`src/include/itqc_defines.svh`:
```
`ifndef ITQC_DEFINES_SVH
`define ITQC_DEFINES_SVH

// Register word offsets on the plain register port
`define ITQC_A_CTRL        8'h00
`define ITQC_A_START       8'h01
`define ITQC_A_MAXCNT      8'h02
`define ITQC_A_CURCNT      8'h03
`define ITQC_A_OVFCNT      8'h04
`define ITQC_A_QMODE       8'h05
`define ITQC_A_IRQ_STAT    8'h06
`define ITQC_A_IRQ_CLR     8'h07
`define ITQC_A_IRQ_EN      8'h08
`define ITQC_A_PL_SIZE     8'h10
`define ITQC_A_PL_COUNT    8'h11
`define ITQC_A_PL_FIN1     8'h12
`define ITQC_A_PL_FIN2     8'h13
`define ITQC_A_CAPS        8'h14
`define ITQC_A_MAX_CMD     8'h15
`define ITQC_A_MAX_ACK     8'h16
`define ITQC_A_NUM_STREAM  8'h17
`define ITQC_A_SIRM_ADDR   8'h18
`define ITQC_A_SIRM_LEN    8'h19
`define ITQC_A_EIRM_ADDR   8'h1A
`define ITQC_A_EIRM_LEN    8'h1B
`define ITQC_A_SPEED       8'h1C

// Control register field positions
`define ITQC_CTRL_USERCTL  0
`define ITQC_CTRL_MULTI    1
`define ITQC_CTRL_PASSIVE  2
`define ITQC_CTRL_SRC_LO   4
`define ITQC_CTRL_SRC_HI   7

// Interrupt status bits
`define ITQC_IRQ_DROP      0
`define ITQC_IRQ_SENT      1
`define ITQC_IRQ_EMPTY     2

`define ITQC_RST_CTRL      32'h0000_0000
`define ITQC_RST_WORD      32'h0000_0000
`endif

```
`src/include/itqc_pkg.sv`:
```
package itqc_pkg;
    typedef enum logic [1:0] {
        ITQC_IDLE  = 2'b00,
        ITQC_SEND  = 2'b01,
        ITQC_WAIT  = 2'b10
    } itqc_state_t;
endpackage

```
`src/itqc_queue_ctrl.sv`:
```
// Added by the designer: strobed register access and the placing of the registers.
`timescale 1ns/1ns
`include "itqc_defines.svh"
module itqc_queue_ctrl #(
    parameter int          DEPTH        = 8,
    parameter int          CW           = 8,
    parameter bit          HAS_COMPRESS = 1'b1,
    parameter logic [31:0] PL_SIZE      = 32'h0010_0000,
    parameter logic [31:0] PL_COUNT     = 32'h0000_0004,
    parameter logic [31:0] PL_FIN1      = 32'h0000_0400,
    parameter logic [31:0] PL_FIN2      = 32'h0000_0000,
    parameter logic [2:0]  CAPS         = 3'b011,
    parameter logic [31:0] MAX_CMD      = 32'h0000_0400,
    parameter logic [31:0] MAX_ACK      = 32'h0000_0400,
    parameter logic [31:0] NUM_STREAM   = 32'h0000_0001,
    parameter logic [31:0] SIRM_ADDR    = 32'h0000_1000,
    parameter logic [31:0] SIRM_LEN     = 32'h0000_0040,
    parameter logic [31:0] EIRM_ADDR    = 32'h0000_2000,
    parameter logic [31:0] EIRM_LEN     = 32'h0000_0020
) (
    input  wire logic        sys_clk,
    input  wire logic        nrst,
    input  wire logic [7:0]  reg_addr,
    input  wire logic [31:0] reg_wdata,
    input  wire logic        reg_wr,
    input  wire logic        reg_rd,
    output logic      [31:0] reg_rdata,
    input  wire logic        img_done,
    input  wire logic [3:0]  link_speed,
    input  wire logic        tx_ready,
    output logic             tx_send,
    output logic             tx_from_queue,
    output logic             irq
);
    import itqc_pkg::*;

    localparam logic [CW-1:0] MAXC = CW'(DEPTH);

    logic             user_ff;
    logic             multi_ff;
    logic             passive_ff;
    logic [3:0]       src_ff;
    logic [31:0]      qmode_ff;
    logic [CW-1:0]    cnt_ff;
    logic [31:0]      ovf_ff;
    logic [CW-1:0]    burst_ff;
    logic [2:0]       stat_ff;
    logic [2:0]       en_ff;
    logic [2:0]       spd_s1_ff;
    logic [2:0]       spd_s2_ff;
    logic [2:0]       spd_s3_ff;
    logic [3:0]       speed_ff;
    logic             tx_send_ff;
    logic             tx_q_ff;
    logic             irq_ff;
    logic [31:0]      rdata_ff;
    itqc_state_t      state_ff;
    itqc_state_t      nxt_state;

    logic wr_ctrl;
    logic wr_start;
    logic store;
    logic drop;
    logic deliver;
    logic direct_img;
    logic [31:0] nxt_rdata;

    assign wr_ctrl  = reg_wr && reg_addr == `ITQC_A_CTRL;
    assign wr_start = reg_wr && reg_addr == `ITQC_A_START;

    // Image routing: direct bypasses the queue, user mode caches it, or drops it when the queue is full
    assign direct_img = img_done && !user_ff;
    assign store      = img_done && user_ff && cnt_ff != MAXC;
    assign drop       = img_done && user_ff && cnt_ff == MAXC;
    // One queued image leaves per accepted send on the link
    assign deliver    = state_ff == ITQC_SEND && tx_ready;

    // Control fields written by software
    always_ff @(posedge sys_clk or negedge nrst) begin
        if (!nrst) begin
            user_ff    <= 1'b0;
            multi_ff   <= 1'b0;
            passive_ff <= 1'b0;
            src_ff     <= 4'h0;
            qmode_ff   <= `ITQC_RST_WORD;
        end else begin
            if (wr_ctrl) begin
                user_ff    <= reg_wdata[`ITQC_CTRL_USERCTL];
                multi_ff   <= reg_wdata[`ITQC_CTRL_MULTI];
                // Passive transfer only sticks in user mode
                passive_ff <= reg_wdata[`ITQC_CTRL_PASSIVE] &&
                              reg_wdata[`ITQC_CTRL_USERCTL];
                if (HAS_COMPRESS)
                    src_ff <= reg_wdata[`ITQC_CTRL_SRC_HI:`ITQC_CTRL_SRC_LO];
            end
            if (reg_wr && reg_addr == `ITQC_A_QMODE && HAS_COMPRESS)
                qmode_ff <= reg_wdata;
        end
    end

    // Delivery sequencer: burst size fixed when the start is taken
    always_comb begin
        nxt_state = state_ff;
        case (state_ff)
            ITQC_IDLE: begin
                if (wr_start && cnt_ff != '0)
                    nxt_state = ITQC_SEND;
            end
            ITQC_SEND: begin
                if (tx_ready)
                    nxt_state = ITQC_WAIT;
            end
            ITQC_WAIT: begin
                if (burst_ff != '0 && cnt_ff != '0)
                    nxt_state = ITQC_SEND;
                else
                    nxt_state = ITQC_IDLE;
            end
            default: nxt_state = ITQC_IDLE;
        endcase
    end

    always_ff @(posedge sys_clk or negedge nrst) begin
        if (!nrst)
            state_ff <= ITQC_IDLE;
        else
            state_ff <= nxt_state;
    end

    // Remaining images of the current burst
    always_ff @(posedge sys_clk or negedge nrst) begin
        if (!nrst) begin
            burst_ff <= '0;
        end else if (state_ff == ITQC_IDLE && wr_start && cnt_ff != '0) begin
            if (multi_ff)
                burst_ff <= cnt_ff - CW'(1);
            else
                burst_ff <= '0;
        end else if (state_ff == ITQC_WAIT && burst_ff != '0) begin
            burst_ff <= burst_ff - CW'(1);
        end
    end

    // Stored image count follows every store and every delivery
    always_ff @(posedge sys_clk or negedge nrst) begin
        if (!nrst)
            cnt_ff <= '0;
        else if (store && !deliver)
            cnt_ff <= cnt_ff + CW'(1);
        else if (deliver && !store)
            cnt_ff <= cnt_ff - CW'(1);
    end

    // Discard counter; a drop in the write cycle still counts
    always_ff @(posedge sys_clk or negedge nrst) begin
        if (!nrst)
            ovf_ff <= `ITQC_RST_WORD;
        else if (reg_wr && reg_addr == `ITQC_A_OVFCNT && HAS_COMPRESS)
            ovf_ff <= reg_wdata + {31'h0, drop};
        else if (drop)
            ovf_ff <= ovf_ff + 32'h0000_0001;
    end

    // Link outputs: a pulse per cycle with a direct or queued image, flagged if the queue delivered
    always_ff @(posedge sys_clk or negedge nrst) begin
        if (!nrst) begin
            tx_send_ff <= 1'b0;
            tx_q_ff    <= 1'b0;
        end else begin
            tx_send_ff <= direct_img || deliver;
            tx_q_ff    <= deliver;
        end
    end

    // Speed input comes from another domain: three stages, agree to take
    always_ff @(posedge sys_clk or negedge nrst) begin
        if (!nrst) begin
            spd_s1_ff <= 3'h0;
            spd_s2_ff <= 3'h0;
            spd_s3_ff <= 3'h0;
            speed_ff  <= 4'h0;
        end else begin
            spd_s1_ff <= link_speed[2:0];
            spd_s2_ff <= spd_s1_ff;
            spd_s3_ff <= spd_s2_ff;
            if (spd_s2_ff == spd_s3_ff)
                speed_ff <= {1'b0, spd_s3_ff};
        end
    end

    // Sticky events; a set in the clear cycle wins
    always_ff @(posedge sys_clk or negedge nrst) begin
        if (!nrst) begin
            stat_ff <= 3'h0;
            en_ff   <= 3'h0;
            irq_ff  <= 1'b0;
        end else begin
            stat_ff <= (stat_ff & ~((reg_wr && reg_addr == `ITQC_A_IRQ_CLR)
                        ? reg_wdata[2:0] : 3'h0))
                     | {state_ff == ITQC_WAIT && nxt_state == ITQC_IDLE,
                        deliver || direct_img, drop};
            if (reg_wr && reg_addr == `ITQC_A_IRQ_EN)
                en_ff <= reg_wdata[2:0];
            irq_ff  <= |(stat_ff & en_ff);
        end
    end

    // Read mux; unmapped or variant-absent words read zero
    always_comb begin
        nxt_rdata = 32'h0000_0000;
        case (reg_addr)
            `ITQC_A_CTRL: nxt_rdata = {24'h0, src_ff, 1'b0, passive_ff,
                                       multi_ff, user_ff};
            `ITQC_A_MAXCNT:     nxt_rdata = 32'(MAXC);
            `ITQC_A_CURCNT:     nxt_rdata = 32'(cnt_ff);
            `ITQC_A_OVFCNT:     nxt_rdata = HAS_COMPRESS ? ovf_ff : '0;
            `ITQC_A_QMODE:      nxt_rdata = qmode_ff;
            `ITQC_A_IRQ_STAT:   nxt_rdata = {29'h0, stat_ff};
            `ITQC_A_IRQ_EN:     nxt_rdata = {29'h0, en_ff};
            `ITQC_A_PL_SIZE:    nxt_rdata = PL_SIZE;
            `ITQC_A_PL_COUNT:   nxt_rdata = PL_COUNT;
            `ITQC_A_PL_FIN1:    nxt_rdata = PL_FIN1;
            `ITQC_A_PL_FIN2:    nxt_rdata = PL_FIN2;
            `ITQC_A_CAPS:       nxt_rdata = {29'h0, CAPS};
            `ITQC_A_MAX_CMD:    nxt_rdata = MAX_CMD;
            `ITQC_A_MAX_ACK:    nxt_rdata = MAX_ACK;
            `ITQC_A_NUM_STREAM: nxt_rdata = NUM_STREAM;
            `ITQC_A_SIRM_ADDR:  nxt_rdata = SIRM_ADDR;
            `ITQC_A_SIRM_LEN:   nxt_rdata = SIRM_LEN;
            `ITQC_A_EIRM_ADDR:  nxt_rdata = EIRM_ADDR;
            `ITQC_A_EIRM_LEN:   nxt_rdata = EIRM_LEN;
            `ITQC_A_SPEED:      nxt_rdata = {28'h0, speed_ff};
            default:            nxt_rdata = 32'h0000_0000;
        endcase
    end

    always_ff @(posedge sys_clk or negedge nrst) begin
        if (!nrst)
            rdata_ff <= 32'h0000_0000;
        else if (reg_rd)
            rdata_ff <= nxt_rdata;
        else
            rdata_ff <= 32'h0000_0000;
    end

    assign reg_rdata     = rdata_ff;
    assign tx_send       = tx_send_ff;
    assign tx_from_queue = tx_q_ff;
    assign irq           = irq_ff;

    // Checks
    a_direct_no_queue: assert property (
        @(posedge sys_clk) disable iff (!nrst)
        direct_img |=> tx_send && !tx_from_queue && $stable(cnt_ff))
        else $error("direct image not forwarded at once");
    a_user_stores: assert property (
        @(posedge sys_clk) disable iff (!nrst)
        store && !deliver |=> cnt_ff == $past(cnt_ff) + CW'(1))
        else $error("user mode image not stored");
    a_single_one: assert property (
        @(posedge sys_clk) disable iff (!nrst)
        state_ff == ITQC_IDLE && wr_start && cnt_ff != '0 && !multi_ff
        |=> burst_ff == '0)
        else $error("single block burst not one");
    a_multi_all: assert property (
        @(posedge sys_clk) disable iff (!nrst)
        state_ff == ITQC_IDLE && wr_start && cnt_ff != '0 && multi_ff
        |=> burst_ff == $past(cnt_ff) - CW'(1))
        else $error("multi block burst wrong size");
    a_start_sends: assert property (
        @(posedge sys_clk) disable iff (!nrst)
        state_ff == ITQC_IDLE && wr_start && cnt_ff != '0
        |=> state_ff == ITQC_SEND)
        else $error("start did not begin delivery");
    a_count_bound: assert property (
        @(posedge sys_clk) disable iff (!nrst)
        cnt_ff <= MAXC)
        else $error("stored count above capacity");
    a_drop_counts: assert property (
        @(posedge sys_clk) disable iff (!nrst)
        drop && !reg_wr |=> ovf_ff == $past(ovf_ff) + 32'h0000_0001)
        else $error("drop not counted");
    a_empty_start: assert property (
        @(posedge sys_clk) disable iff (!nrst)
        state_ff == ITQC_IDLE && wr_start && cnt_ff == '0 && !store
        |=> state_ff == ITQC_IDLE && cnt_ff == '0)
        else $error("empty start delivered");
    c_multi_burst: cover property (@(posedge sys_clk) disable iff (!nrst)
        state_ff == ITQC_WAIT && burst_ff != '0 ##1 state_ff == ITQC_SEND);
    c_drop: cover property (@(posedge sys_clk) disable iff (!nrst) drop);
    c_direct: cover property (@(posedge sys_clk) disable iff (!nrst)
        direct_img);
endmodule

```
`config.mk`:
```
export PLATFORM = sky130hd
export DESIGN_NAME = itqc_queue_ctrl
export DESIGN_NICKNAME = d
export VERILOG_FILES = /design/src/include/itqc_pkg.sv /design/src/itqc_queue_ctrl.sv
export VERILOG_INCLUDE_DIRS = /design/src /design/src/include
export SDC_FILE = /design/constraint.sdc
export NUM_CORES = 1
export LEC_CHECK = 0
export BUFFER_PORTS_ARGS = -buffer_cell sky130_fd_sc_hd__buf_2
export CAP_MARGIN = 25
export CELL_PAD_IN_SITES_DETAIL_PLACEMENT = 0
export CELL_PAD_IN_SITES_GLOBAL_PLACEMENT = 1
export CORE_MARGIN = 10
export CORE_UTILIZATION = 50
export DETAILED_ROUTE_END_ITERATION = 8
export GPL_ROUTABILITY_DRIVEN = 1
export PLACE_DENSITY_LB_ADDON = 0.1
export SYNTH_ARGS = -nofsm -noshare
export SYNTH_HDL_FRONTEND = slang
export SYNTH_SLANG_ARGS = --single-unit
```
`constraint.sdc`:
```
create_clock -name sys_clk -period 7.4 [get_ports sys_clk]
set_input_delay 0.37 -clock sys_clk [delete_from_list [all_inputs] [get_ports sys_clk]]
set_output_delay 0.37 -clock sys_clk [all_outputs]
set_load 0.02 [all_outputs]
```
==> metrics.yaml, run 1 <==
status:
  status: "finished, final reports clean"
layout:
  drive_gt1_share_pct: 19.7
  nets: 874
  area_delta_synth_final_pct: 14.8
  instances_no_fill: 1015
  antenna_cells: 0
setup_path:
  cp_slowest_cell: "nor2_1"
  max_stage_delay_ns: 0.72
  reg2reg_to: "ovf_ff[30]"
  critical_path_buf_inv_count: 2
  crit_path_start_kind: "register"
  r2r_slack_ns: 3.76
  crit_fanout: 10
  crit_path_end_kind: "register"
  crit_family: "simple AND/OR/NAND/NOR gates"
  crit_chain: "inv_1, ha_1, nor4b_4, nand3_1, inv_1, ha_1, ha_1, nand4_1, nor2_1, nand4_1, xnor2_1, mux2_2"
  path_class: "register to register"
  worstPathRequired_ns: 7.71
  r2r_start: "cnt_ff[0]"
  path_depth: 12
  crit_arrival_ns: 3.94
  worstRegToRegCells: 12
  crit_top_cell: "ha_1"
sta:
  hold_slack_ns: 0.0145
  period_share_pct: 49.2
  period_needed_ns: 3.64
  slew_violations: 0
  fmax_ghz: 0.275
  hold_viol: 0
  tightest_slew_ns: 1.09
  tns_ns: 0
  finalSetupViolations: 0
  fin_skew_ns: 0.00766
  rsz0062_at_grt: "no"
  timing.slew.headroom_pct: 26.6
detailed_routing:
  drt-pass1-iter-count: 6
  wire_per_inst_um: 19.3
  drtAntennaViolNets: 0
  vias: 6018
  drc: 0
  dr.first_iter.drc_count: 533
  vias_per_cell: 5.93
  postRouteWirelength_um: 19600
synth:
  synth_cells: 747
  synth_cell_types: 57
  synth_seq_cells: 142
  syn_area_sq_um: 7600
  synth_top_area_share_pct: 46.7
  synthTopCellsByCount: "dfrtp_1, xor2_1, nor2_1"
  ys_dominant_reg_cell: "dfrtp_1"
  synthArstFlopShare_pct: 100
  post_synth.cell_area_avg_sq_um: 10.2
  yosysSeqAreaShare_pct: 46.7
  synth-edff-count: 0
  ys_warn_count: 0
  synthTopCellsByArea: "dfrtp_1, xor2_1, nand4_1"
  synth_fp_nets: 806
  yosys.cell_count.top_type: "dfrtp_1"
  yosysTopAreaCell: "dfrtp_1"
die:
  die_w_um: 143
  rows: 45
  die-area_sq_um: 20500
  core_sq_um: 15000
  die_h_um: 143
  start_util_pct: 50.6
  io_pins: 85
grt:
  track_usage_pct: 20.0
  grt_first_pass_wirelength_um: 32500
  grt_overflow_total: 0
  grt_pass1_vias: 6192
  grt_max_degree: 88
  antenna_found_initial: 0
clocking:
  clk_pin_slew_worst_paths_ns: 0.06
  clock_latency_ns: 0.43
  post_cts_resized: 0
  cts_buffer_depth: 2
  htreeDepth: 4
  root_buffer: "clkbuf_16"
  cts_sinks: 142
  cts_made_buffers: 17
  ctsHoldBuffers: 0
  postCtsSetupBuffers: 0
  cts_tree: "built"
place:
  gp_congestion: 0.883
  io_buffers: 83
  dp_hpwl_um: 13700
  post-place-cells: 984
pwr:
  finalPower_w: 0.00206
  power_per_cell_area_nw_per_um2: 236
  p_leak_nw: 4.01
  irDropWorstVdd_mv: 0.175
worst_hold_path:
  hp-class: "input port to asynchronous set/reset pin"
run:
  cap_violations: 0
-- worst register-to-register path, stage by stage, from the launching register on --
cell and delay [ns]:
dfrtp_1 0.49, inv_1 0.15, ha_1 0.19, nor4b_4 0.38, nand3_1 0.26, inv_1 0.11, ha_1 0.17, ha_1 0.22
nand4_1 0.17, nor2_1 0.72, nand4_1 0.22, xnor2_1 0.19, mux2_2 0.25
-- routing by layer --
metal  part of all wire (%)  track usage (%)  vias up
li1                       -                -     2835
met1                     46             27.0     2983
met2                     47             31.7      177
met3                    5.7             4.42       23
met4                    1.4             5.70        0
met5                      0                0        -
-- worst max path at each step --
stage / from / to / slack [ns]
detailed placement: cnt_ff[0] / ovf_ff[30] / 3.87
global route: cnt_ff[0] / ovf_ff[30] / 3.49
floorplan: cnt_ff[0] / ovf_ff[30] / 4.51
finish: cnt_ff[0] / ovf_ff[30] / 3.76
global placement: cnt_ff[0] / ovf_ff[30] / 3.92
CTS: cnt_ff[0] / ovf_ff[30] / 3.83
-- registers in the layout, summed over array words and instances (netlist names) --
register,count
irq,1
spd_s2_ff,3
burst_ff,8
ovf_ff,32
spd_s3_ff,3
passive_ff,1
cnt_ff,8
src_ff,4
multi_ff,1
spd_s1_ff,3
tx_send,1
speed_ff,3
state_ff,2
user_ff,1
en_ff,3
qmode_ff,32
tx_from_queue,1
stat_ff,3
reg_rdata,32
-- cell type report --
cell class	count	area, sq um
Clock buffer	17	425
Timing Repair Buffer	93	497
Tap cell	188	235
Sequential cell	142	3550
Clock inverter	14	146
Multi-Input combinational cell	544	3810
Fill cell	1354	6310
Inverter	17	63.8
-- kinds of logic after synthesis --
logic type / count (synthesis) / share of synthesized area [%]
and+or+nand+nor: 276 / 20.1
muxes: 66 / 9.41
buffers and inverters: 61 / 3.34
adders and majority gates: 10 / 1.61
xor gates and xnor gates: 82 / 9.44
DFF: 142 / 46.7
AOI/OAI and AO/OA: 110 / 9.33
-- power breakdown --
part           internal, W  total [W]  leakage [nW]  switching (W)
logic             0.000124   0.000275          1.85       0.000151
registers         0.000842   0.000958          1.88       0.000116
clock network     0.000493   0.000830         0.275       0.000337
total              0.00146    0.00206          4.01       0.000604
-- layout by cell type (no fill, tap or decap), drive strengths merged, types with 6 or more instances in the layout --
cell and n:
ha 9, and2 13, nand2 53, nor4 13, xor2 60, nand2b 6
nand3 32, and3 14, a22oi 27, and4 6, clkinv 8, nor2 59
nor3 10, mux2 44, clkbuf 17, nand4 49, a21oi 36, mux2i 22
xnor2 22, o21ai 17, a31oi 8, dfrtp 142, inv 18, buf 93
-- through the flow --
step | cell area [sq um] | utilization [%] | setup WS (ns)
floorplan | 7600 | - | 4.51
global placement | 8160 | 54.2 | 3.92
detailed placement | 8160 | 54.2 | 3.87
CTS | 8730 | 58.1 | 3.83
global route | 8730 | 58.1 | 3.49
finish | 8730 | 58.1 | 3.76
Note: power is estimated with default switching activity, not from simulation.
==> run 2: changes to the inputs <==
Settings changed: CORE_UTILIZATION 50 to 46.
Clock period 7.4 ns to 3.6 ns, I/O delays scaled along.
==> run 2 against run 1 <==
  * Flip-flop and latch count unchanged
  * Register-to-register slack got worse by 3.3 ns
  * Non-clock buffer count increased by 11
  * Clock power increased by 120%
  * Total power increased by 110%
==> metrics.yaml, run 2 (synthesized netlist as in run 1, its figures left out) <==
sta:
  period_needed_ns: 3.09  # was 3.64 ns
  tightest_slew_ns: 0.835  # was 1.09 ns
  tns_ns: 0  # unchanged
  fmax_ghz: 0.324  # was 0.275 GHz
  timing.slew.headroom_pct: 43.9  # was 26.6%
  fin_skew_ns: 0.0130  # was 0.00766 ns
  hold_viol: 0  # unchanged
  rsz0062_at_grt: "no"  # unchanged
  slew_violations: 0  # unchanged
  period_share_pct: 85.9  # was 49.2%
  finalSetupViolations: 0  # unchanged
run:
  cap_violations: 0  # unchanged
grt:
  grt_max_degree: 91  # was 88
  antenna_found_initial: 0  # unchanged
  grt_overflow_total: 0  # unchanged
  track_usage_pct: 19.2  # was 20.0%
  grt_pass1_vias: 6346  # was 6192
  grt_first_pass_wirelength_um: 33900  # was 32500 um
setup_path:
  crit_arrival_ns: 3.41  # was 3.94 ns
  cp_slowest_cell: "dfrtp_1"  # was nor2_1
  crit_path_start_kind: "register"  # unchanged
  crit_chain: "inv_1, ha_1, nor4b_4, nand3_1, inv_1, ha_1, ha_1, nand4_1, nor2_1, buf_4, nand4_1, xnor2_1, mux2_2"  # was inv_1, ha_1, nor4b_4, nand3_1, inv_1, ha_1, ha_1, nand4_1, nor2_1, nand4_1, xnor2_1, mux2_2
  crit_fanout: 10  # unchanged
  crit_path_end_kind: "register"  # unchanged
  crit_top_cell: "ha_1"  # unchanged
  max_stage_delay_ns: 0.49  # was 0.72 ns
  worstPathRequired_ns: 3.92  # was 7.71 ns
  path_class: "register to register"  # unchanged
  r2r_slack_ns: 0.51  # was 3.76 ns
detailed_routing:
  vias: 6106  # was 6018
  wire_per_inst_um: 19.6  # was 19.3 um
  postRouteWirelength_um: 20700  # was 19600 um
  vias_per_cell: 5.79  # was 5.93
  dr.first_iter.drc_count: 458  # was 533
  drtAntennaViolNets: 0  # unchanged
  drc: 0  # unchanged
  drt-pass1-iter-count: 5  # was 6
layout:
  antenna_cells: 0  # unchanged
  regArea_sq_um: 3550  # unchanged
  postLayoutCoreUtil_pct: 55.6  # was 58.1%
  multiInputGateArea_sq_um: 3810  # unchanged
  final_common_cell: "dfrtp_1"  # unchanged
  nets: 885  # was 874
  drive_gt1_share_pct: 20.1  # was 19.7%
  area_delta_synth_final_pct: 17.4  # was 14.8%
  final_cell_mix: "dfrtp_1, buf_2, xor2_1"  # unchanged
  fillers: 1422  # was 1354
pwr:
  irDropWorstVdd_mv: 0.425  # was 0.175 mV
  p_leak_nw: 4.10  # was 4.01 nW
  power_per_cell_area_nw_per_um2: 495  # was 236 nW/um^2
clocking:
  cts_buffer_depth: 2  # unchanged
  ctsHoldBuffers: 6  # was 0
  clock_latency_ns: 0.43  # about the same
  clk_pin_slew_worst_paths_ns: 0.07  # was 0.06 ns
  cts_tree: "built"  # unchanged
  post_cts_resized: 0  # unchanged
  root_buffer: "clkbuf_16"  # unchanged
  cts_made_buffers: 17  # unchanged
  postCtsSetupBuffers: 0  # unchanged
  cts_sinks: 142  # unchanged
  htreeDepth: 4  # unchanged
place:
  io_buffers: 83  # unchanged
  dp_hpwl_um: 14400  # was 13700 um
  gp_congestion: 0.903  # was 0.883
die:
  io_pins: 85  # unchanged
  rows: 46  # was 45
  core_sq_um: 16100  # was 15000 sq um
  die_h_um: 149  # was 143 um
  die_w_um: 149  # was 143 um
  start_util_pct: 47.4  # was 50.6%
  die-area_sq_um: 22100  # was 20500 sq um
status:
  status: "finished, final reports clean"  # unchanged
worst_hold_path:
  hp-class: "input port to register"  # was input port to asynchronous set/reset pin
run 2: cell count changes in the layout (fill, tap and decap cells not counted), sizes merged:
cell / delta
clkinv: -7
dlygate4sd3: +6
inv: +11
buf: +5
clkinvlp: -3
run 2: per-stage QoR:
| step | hold WS (ns) | setup WS [ns] | area [sq um] | std cells | power, W |
|---|---|---|---|---|---|
| 2_1_floorplan | -0.116 | 0.711 | 7600 | 747 | 0.00235 |
| 3_5_place_dp | 0.290 | 0.538 | 8250 | 1017 | 0.00258 |
| 3_3_place_gp | 0.289 | 0.602 | 8250 | 1017 | 0.00255 |
| 5_1_grt | 0.0181 | 0.248 | 8920 | 1055 | 0.00464 |
| 4_1_cts | 0.0150 | 0.515 | 8920 | 1055 | 0.00444 |
| 6_report | 0.0211 | 0.509 | 8920 | 1055 | 0.00442 |
run 2: layout make-up:
cell class,instances,share of cell area [%]
clock buffer,17,4.77
clock inverter,15,2.09
inverter,17,0.715
multi-input combinational,544,42.6
sequential,142,39.8
tap,216,3.03
timing repair buffer,104,6.94
run 2: power by group:
part           switching [W]  total (W)  internal (W)
registers           0.000223    0.00195       0.00173
clock network       0.000791    0.00185       0.00106
logic               0.000343   0.000612      0.000268
run 2: worst max-delay path: cells and delay by family, from the launching register on:
family	cells	cell delay (ns)
AND/OR/NAND/NOR	5	1.03
buffers and inverters	3	0.47
XOR/XNOR	1	0.14
adder cells (fa/ha/maj)	3	0.59
multiplexers	1	0.25
flip-flops	1	0.49
run 2: worst paths after layout:
path | startpoint | to | cells past startpoint
min in group asynchronous | nrst | burst_ff[1] | 2
setup / recovery | cnt_ff[0] | ovf_ff[30] | 13
hold reg to reg | spd_s1_ff[2] | spd_s2_ff[2] | 0
hold / removal | reg_wdata[20] | qmode_ff[20] | 2
setup reg to reg | cnt_ff[0] | ovf_ff[30] | 13
max in group asynchronous | nrst | qmode_ff[8] | 3
run 2: layer usage:
layer,global-route usage [%],wire length [um],up-vias
met2,30.0,9740,171
met3,4.79,1090,16
met1,25.8,9630,3059
met5,0,0,-
met4,5.75,240,0
li1,-,-,2860
==> run 3: changes to the inputs <==
Settings changed: ABC_AREA set to 1, CORE_UTILIZATION 46 to 43.
==> run 3 against run 2 <==
  * Area after synthesis is 9.8% higher
  * Sequential share of layout area is 3.3 points lower
  * Setup slack better by 0.19 ns
  * Final cell count is 46% higher
  * Maximum frequency is 6.6% higher
  * Die area is 15% higher
  * Synthesized cell count is 58% higher
  * Total power is 0.31% higher
  * Worst hold slack better by 0.0064 ns
  * Wire length is 33% higher
  * Critical path depth is 4 higher
==> metrics.yaml, run 3 <==
worst_hold_path:
  hp-class: "input port to register"  # unchanged
  hold_start: "reg_wdata[31]"  # was reg_wdata[20]
sta:
  timing.slew.headroom_pct: 29.9  # was 43.9%
  period_share_pct: 80.5  # was 85.9%
  fmax_ghz: 0.345  # was 0.324 GHz
  finalSetupViolations: 0  # unchanged
  rsz0062_at_grt: "no"  # unchanged
  hold_viol: 0  # unchanged
  fin_skew_ns: 0.0121  # was 0.0130 ns
  setup_ws_ns: 0.701  # was 0.509 ns
  period_needed_ns: 2.90  # was 3.09 ns
  tns_ns: 0  # unchanged
  slew_violations: 0  # unchanged
  tightest_slew_ns: 1.05  # was 0.835 ns
clocking:
  cts_sinks: 142  # unchanged
  clk_pin_slew_worst_paths_ns: 0.07  # about the same
  cts_tree: "built"  # unchanged
  cts_buffer_depth: 2  # unchanged
  root_buffer: "clkbuf_16"  # unchanged
  cts_made_buffers: 17  # unchanged
  htreeDepth: 4  # unchanged
  postCtsSetupBuffers: 0  # unchanged
  clock_latency_ns: 0.44  # was 0.43 ns
die:
  start_util_pct: 44.2  # was 47.4%
  core_sq_um: 18900  # was 16100 sq um
  rows: 50  # was 46
  die_w_um: 159  # was 149 um
  die-area_sq_um: 25400  # was 22100 sq um
  io_pins: 85  # unchanged
  die_h_um: 159  # was 149 um
setup_path:
  crit_top_cell: "nand2_1"  # was ha_1
  crit_arrival_ns: 3.22  # was 3.41 ns
  crit_chain: "inv_1, ha_1, nand3_1, nor3_4, ha_1, ha_1, nand2_1, nor2_1, inv_1, nor2_1, nand2_1, nand2_1, nand2_1, nand2_1, nand2_1, nand2_1, nand2_1"  # was inv_1, ha_1, nor4b_4, nand3_1, inv_1, ha_1, ha_1, nand4_1, nor2_1, buf_4, nand4_1, xnor2_1, mux2_2
  path_class: "register to register"  # unchanged
  crit_path_start_kind: "register"  # unchanged
  cp_slowest_cell: "dfrtp_1"  # unchanged
  crit_fanout: 5  # was 10
  crit_family: "simple AND/OR/NAND/NOR gates"  # unchanged
  crit_path_end_kind: "register"  # unchanged
  startpoint: "cnt_ff[0]"  # unchanged
  worstPathRequired_ns: 3.92  # about the same
  critical_path_buf_inv_count: 2  # was 3
  max_stage_delay_ns: 0.41  # was 0.49 ns
  r2r_start: "cnt_ff[0]"  # unchanged
detailed_routing:
  dr.first_iter.drc_count: 590  # was 458
  postRouteWirelength_um: 27600  # was 20700 um
  drtAntennaViolNets: 0  # unchanged
  vias: 7991  # was 6106
  drc: 0  # unchanged
  drt-pass1-iter-count: 6  # was 5
  wire_per_inst_um: 17.9  # was 19.6 um
  vias_per_cell: 5.19  # was 5.79
place:
  io_buffers: 83  # unchanged
  gp_congestion: 0.921  # was 0.903
  dp_slack_ns: 0.788  # was 0.538 ns
  dp_hpwl_um: 21100  # was 14400 um
grt:
  grt_pass1_vias: 7759  # was 6346
  grt_max_degree: 88  # was 91
  use_met2_pct: 31.2  # was 30.0%
  grt_use_met1_pct: 32.3  # was 25.8%
  track_usage_pct: 21.7  # was 19.2%
  top_usage_layer: "met1"  # was met2
  grt_first_pass_wirelength_um: 43500  # was 33900 um
  grt_use_met3_pct: 4.54  # was 4.79%
  grt_overflow_total: 0  # unchanged
  antenna_found_initial: 0  # unchanged
synth:
  synth_top_area_share_pct: 42.6  # was 46.7%
  synth-edff-count: 0  # unchanged
  syn_area_sq_um: 8350  # was 7600 sq um
  synth_cell_types: 42  # was 57
  yosysTopAreaCell: "dfrtp_1"  # unchanged
  synthTopCellsByArea: "dfrtp_1, nand2_1, nor2_1"  # was dfrtp_1, xor2_1, nand4_1
  synth_seq_cells: 142  # unchanged
  synth_cells: 1180  # was 747
  yosysSeqAreaShare_pct: 42.6  # was 46.7%
  ys_warn_count: 0  # unchanged
  synthArstFlopShare_pct: 100  # unchanged
  post_synth.cell_area_avg_sq_um: 7.08  # was 10.2 sq um
  ys_dominant_reg_cell: "dfrtp_1"  # unchanged
  yosys.cell_count.top_type: "nand2_1"  # was dfrtp_1
  synth_fp_nets: 1239  # was 806
  synthTopCellsByCount: "nand2_1, nor2_1, dfrtp_1"  # was dfrtp_1, xor2_1, nor2_1
pwr:
  pwr-share-clk_pct: 42.7  # was 41.9%
  seqPwrFrac_pct: 41.9  # was 44.2%
  irDropWorstVdd_mv: 0.372  # was 0.425 mV
  finalPower_w: 0.00443  # was 0.00442 W
  swShare_pct: 31.8  # was 30.7%
  switching_power_w: 0.00141  # was 0.00136 W
  p_leak_nw: 4.73  # was 4.10 nW
  p_comb_share_pct: 15.4  # was 13.8%
  power.internal_w: 0.00302  # was 0.00306 W
  power_per_cell_area_nw_per_um2: 456  # was 495 nW/um^2
layout:
  fillers: 1944  # was 1422
  antenna_cells: 0  # unchanged
  final_common_cell: "nand2_1"  # was dfrtp_1
  area_delta_synth_final_pct: 16.4  # was 17.4%
  drive_gt1_share_pct: 12.3  # was 20.1%
  nets: 1327  # was 885
  final_cell_mix: "nand2_1, nor2_1, dfrtp_1"  # was dfrtp_1, buf_2, xor2_1
  postLayoutCoreUtil_pct: 51.5  # was 55.6%
run:
  cap_violations: 0  # unchanged
status:
  status: "finished, final reports clean"  # unchanged
-- run 3: cell types whose count changed after synthesis, moves of 14 or more --
cell      change
nand2_1     +366
nor2_1       +91
inv_1        +90
o21ai_0      +59
nand4_1      -43
nand3_1      +39
xor2_1       -26
mux2i_1      -22
a22oi_1      -21
mux2_2       -21
mux2_1       -17
xnor2_1      -16
clkbuf_1     -15
and3_1       -14
-- run 3: worst reg2reg max path, cell delays in order (launching register included) --
cell and delay, ns:
dfrtp_1 0.41, inv_1 0.17, ha_1 0.21, nand3_1 0.15
nor3_4 0.29, ha_1 0.28, ha_1 0.22, nand2_1 0.08
nor2_1 0.17, inv_1 0.08, nor2_1 0.21, nand2_1 0.09
nand2_1 0.06, nand2_1 0.05, nand2_1 0.14, nand2_1 0.07
nand2_1 0.06, nand2_1 0.05
-- run 3: worst paths after layout --
kind	endpoint	slack, ns	cells after the start
worst min-delay path	qmode_ff[31]	0.03	3
worst max-delay path	ovf_ff[28]	0.70	17
worst min register to register	spd_s2_ff[1]	0.35	0
min in group asynchronous	spd_s1_ff[1]	0.40	2
max in group asynchronous	cnt_ff[7]	2.38	3
worst max register to register	ovf_ff[28]	0.70	17
-- run 3: metal layers --
layer	vias to the layer above	wire, um
met5	-	0
met4	0	379
met3	33	1950
met2	261	11600
met1	3754	13600
li1	3943	-
-- run 3: kinds of logic (layout without fill, tap and decap cells) --
| family | count (synthesis) | in the layout | synth area share, % |
|---|---|---|---|
| AND/OR/NAND/NOR | 681 | 681 | 33.5 |
| adder cells (fa/ha/maj) | 9 | 9 | 1.35 |
| AO/OA/AOI/OAI | 160 | 160 | 10.8 |
| flip-flops | 142 | 142 | 42.6 |
| multiplexers | 6 | 6 | 0.809 |
| XOR/XNOR | 40 | 40 | 4.20 |
| buffers and inverters | 142 | 243 | 6.85 |
-- run 3: through the flow --
stage / hold WS (ns) / instances / cell area [sq um]
floorplan: -0.116 / 1180 / 8350
global placement: 0.288 / 1503 / 9020
detailed placement: 0.290 / 1503 / 9020
CTS: 0.0241 / 1540 / 9700
global route: 0.0468 / 1541 / 9720
finish: 0.0276 / 1541 / 9720
-- run 3: layout make-up --
type / instances / area [sq um] / area share [%]
Multi-Input combinational cell: 896 / 4230 / 43.5
Sequential cell: 142 / 3550 / 36.5
Timing Repair Buffer: 95 / 557 / 5.73
Inverter: 116 / 437 / 4.49
Clock buffer: 17 / 425 / 4.38
Tap cell: 260 / 325 / 3.35
Clock inverter: 15 / 195 / 2.01
-- run 3: power groups by stage --
stage | registers, W | logic, W | clock network, W
global route | 0.00187 | 0.000770 | 0.00198
finish | 0.00186 | 0.000681 | 0.00189
detailed placement | 0.00188 | 0.000665 | 0
floorplan | 0.00182 | 0.000487 | 0
CTS | 0.00185 | 0.000674 | 0.00191
global placement | 0.00188 | 0.000659 | 0
-- run 3: what timing repair did --
item / in CTS / in global routing
resized for setup: 0 / 0
hold buffers: 5 / 0
hold endpoints to repair: 90 / 0
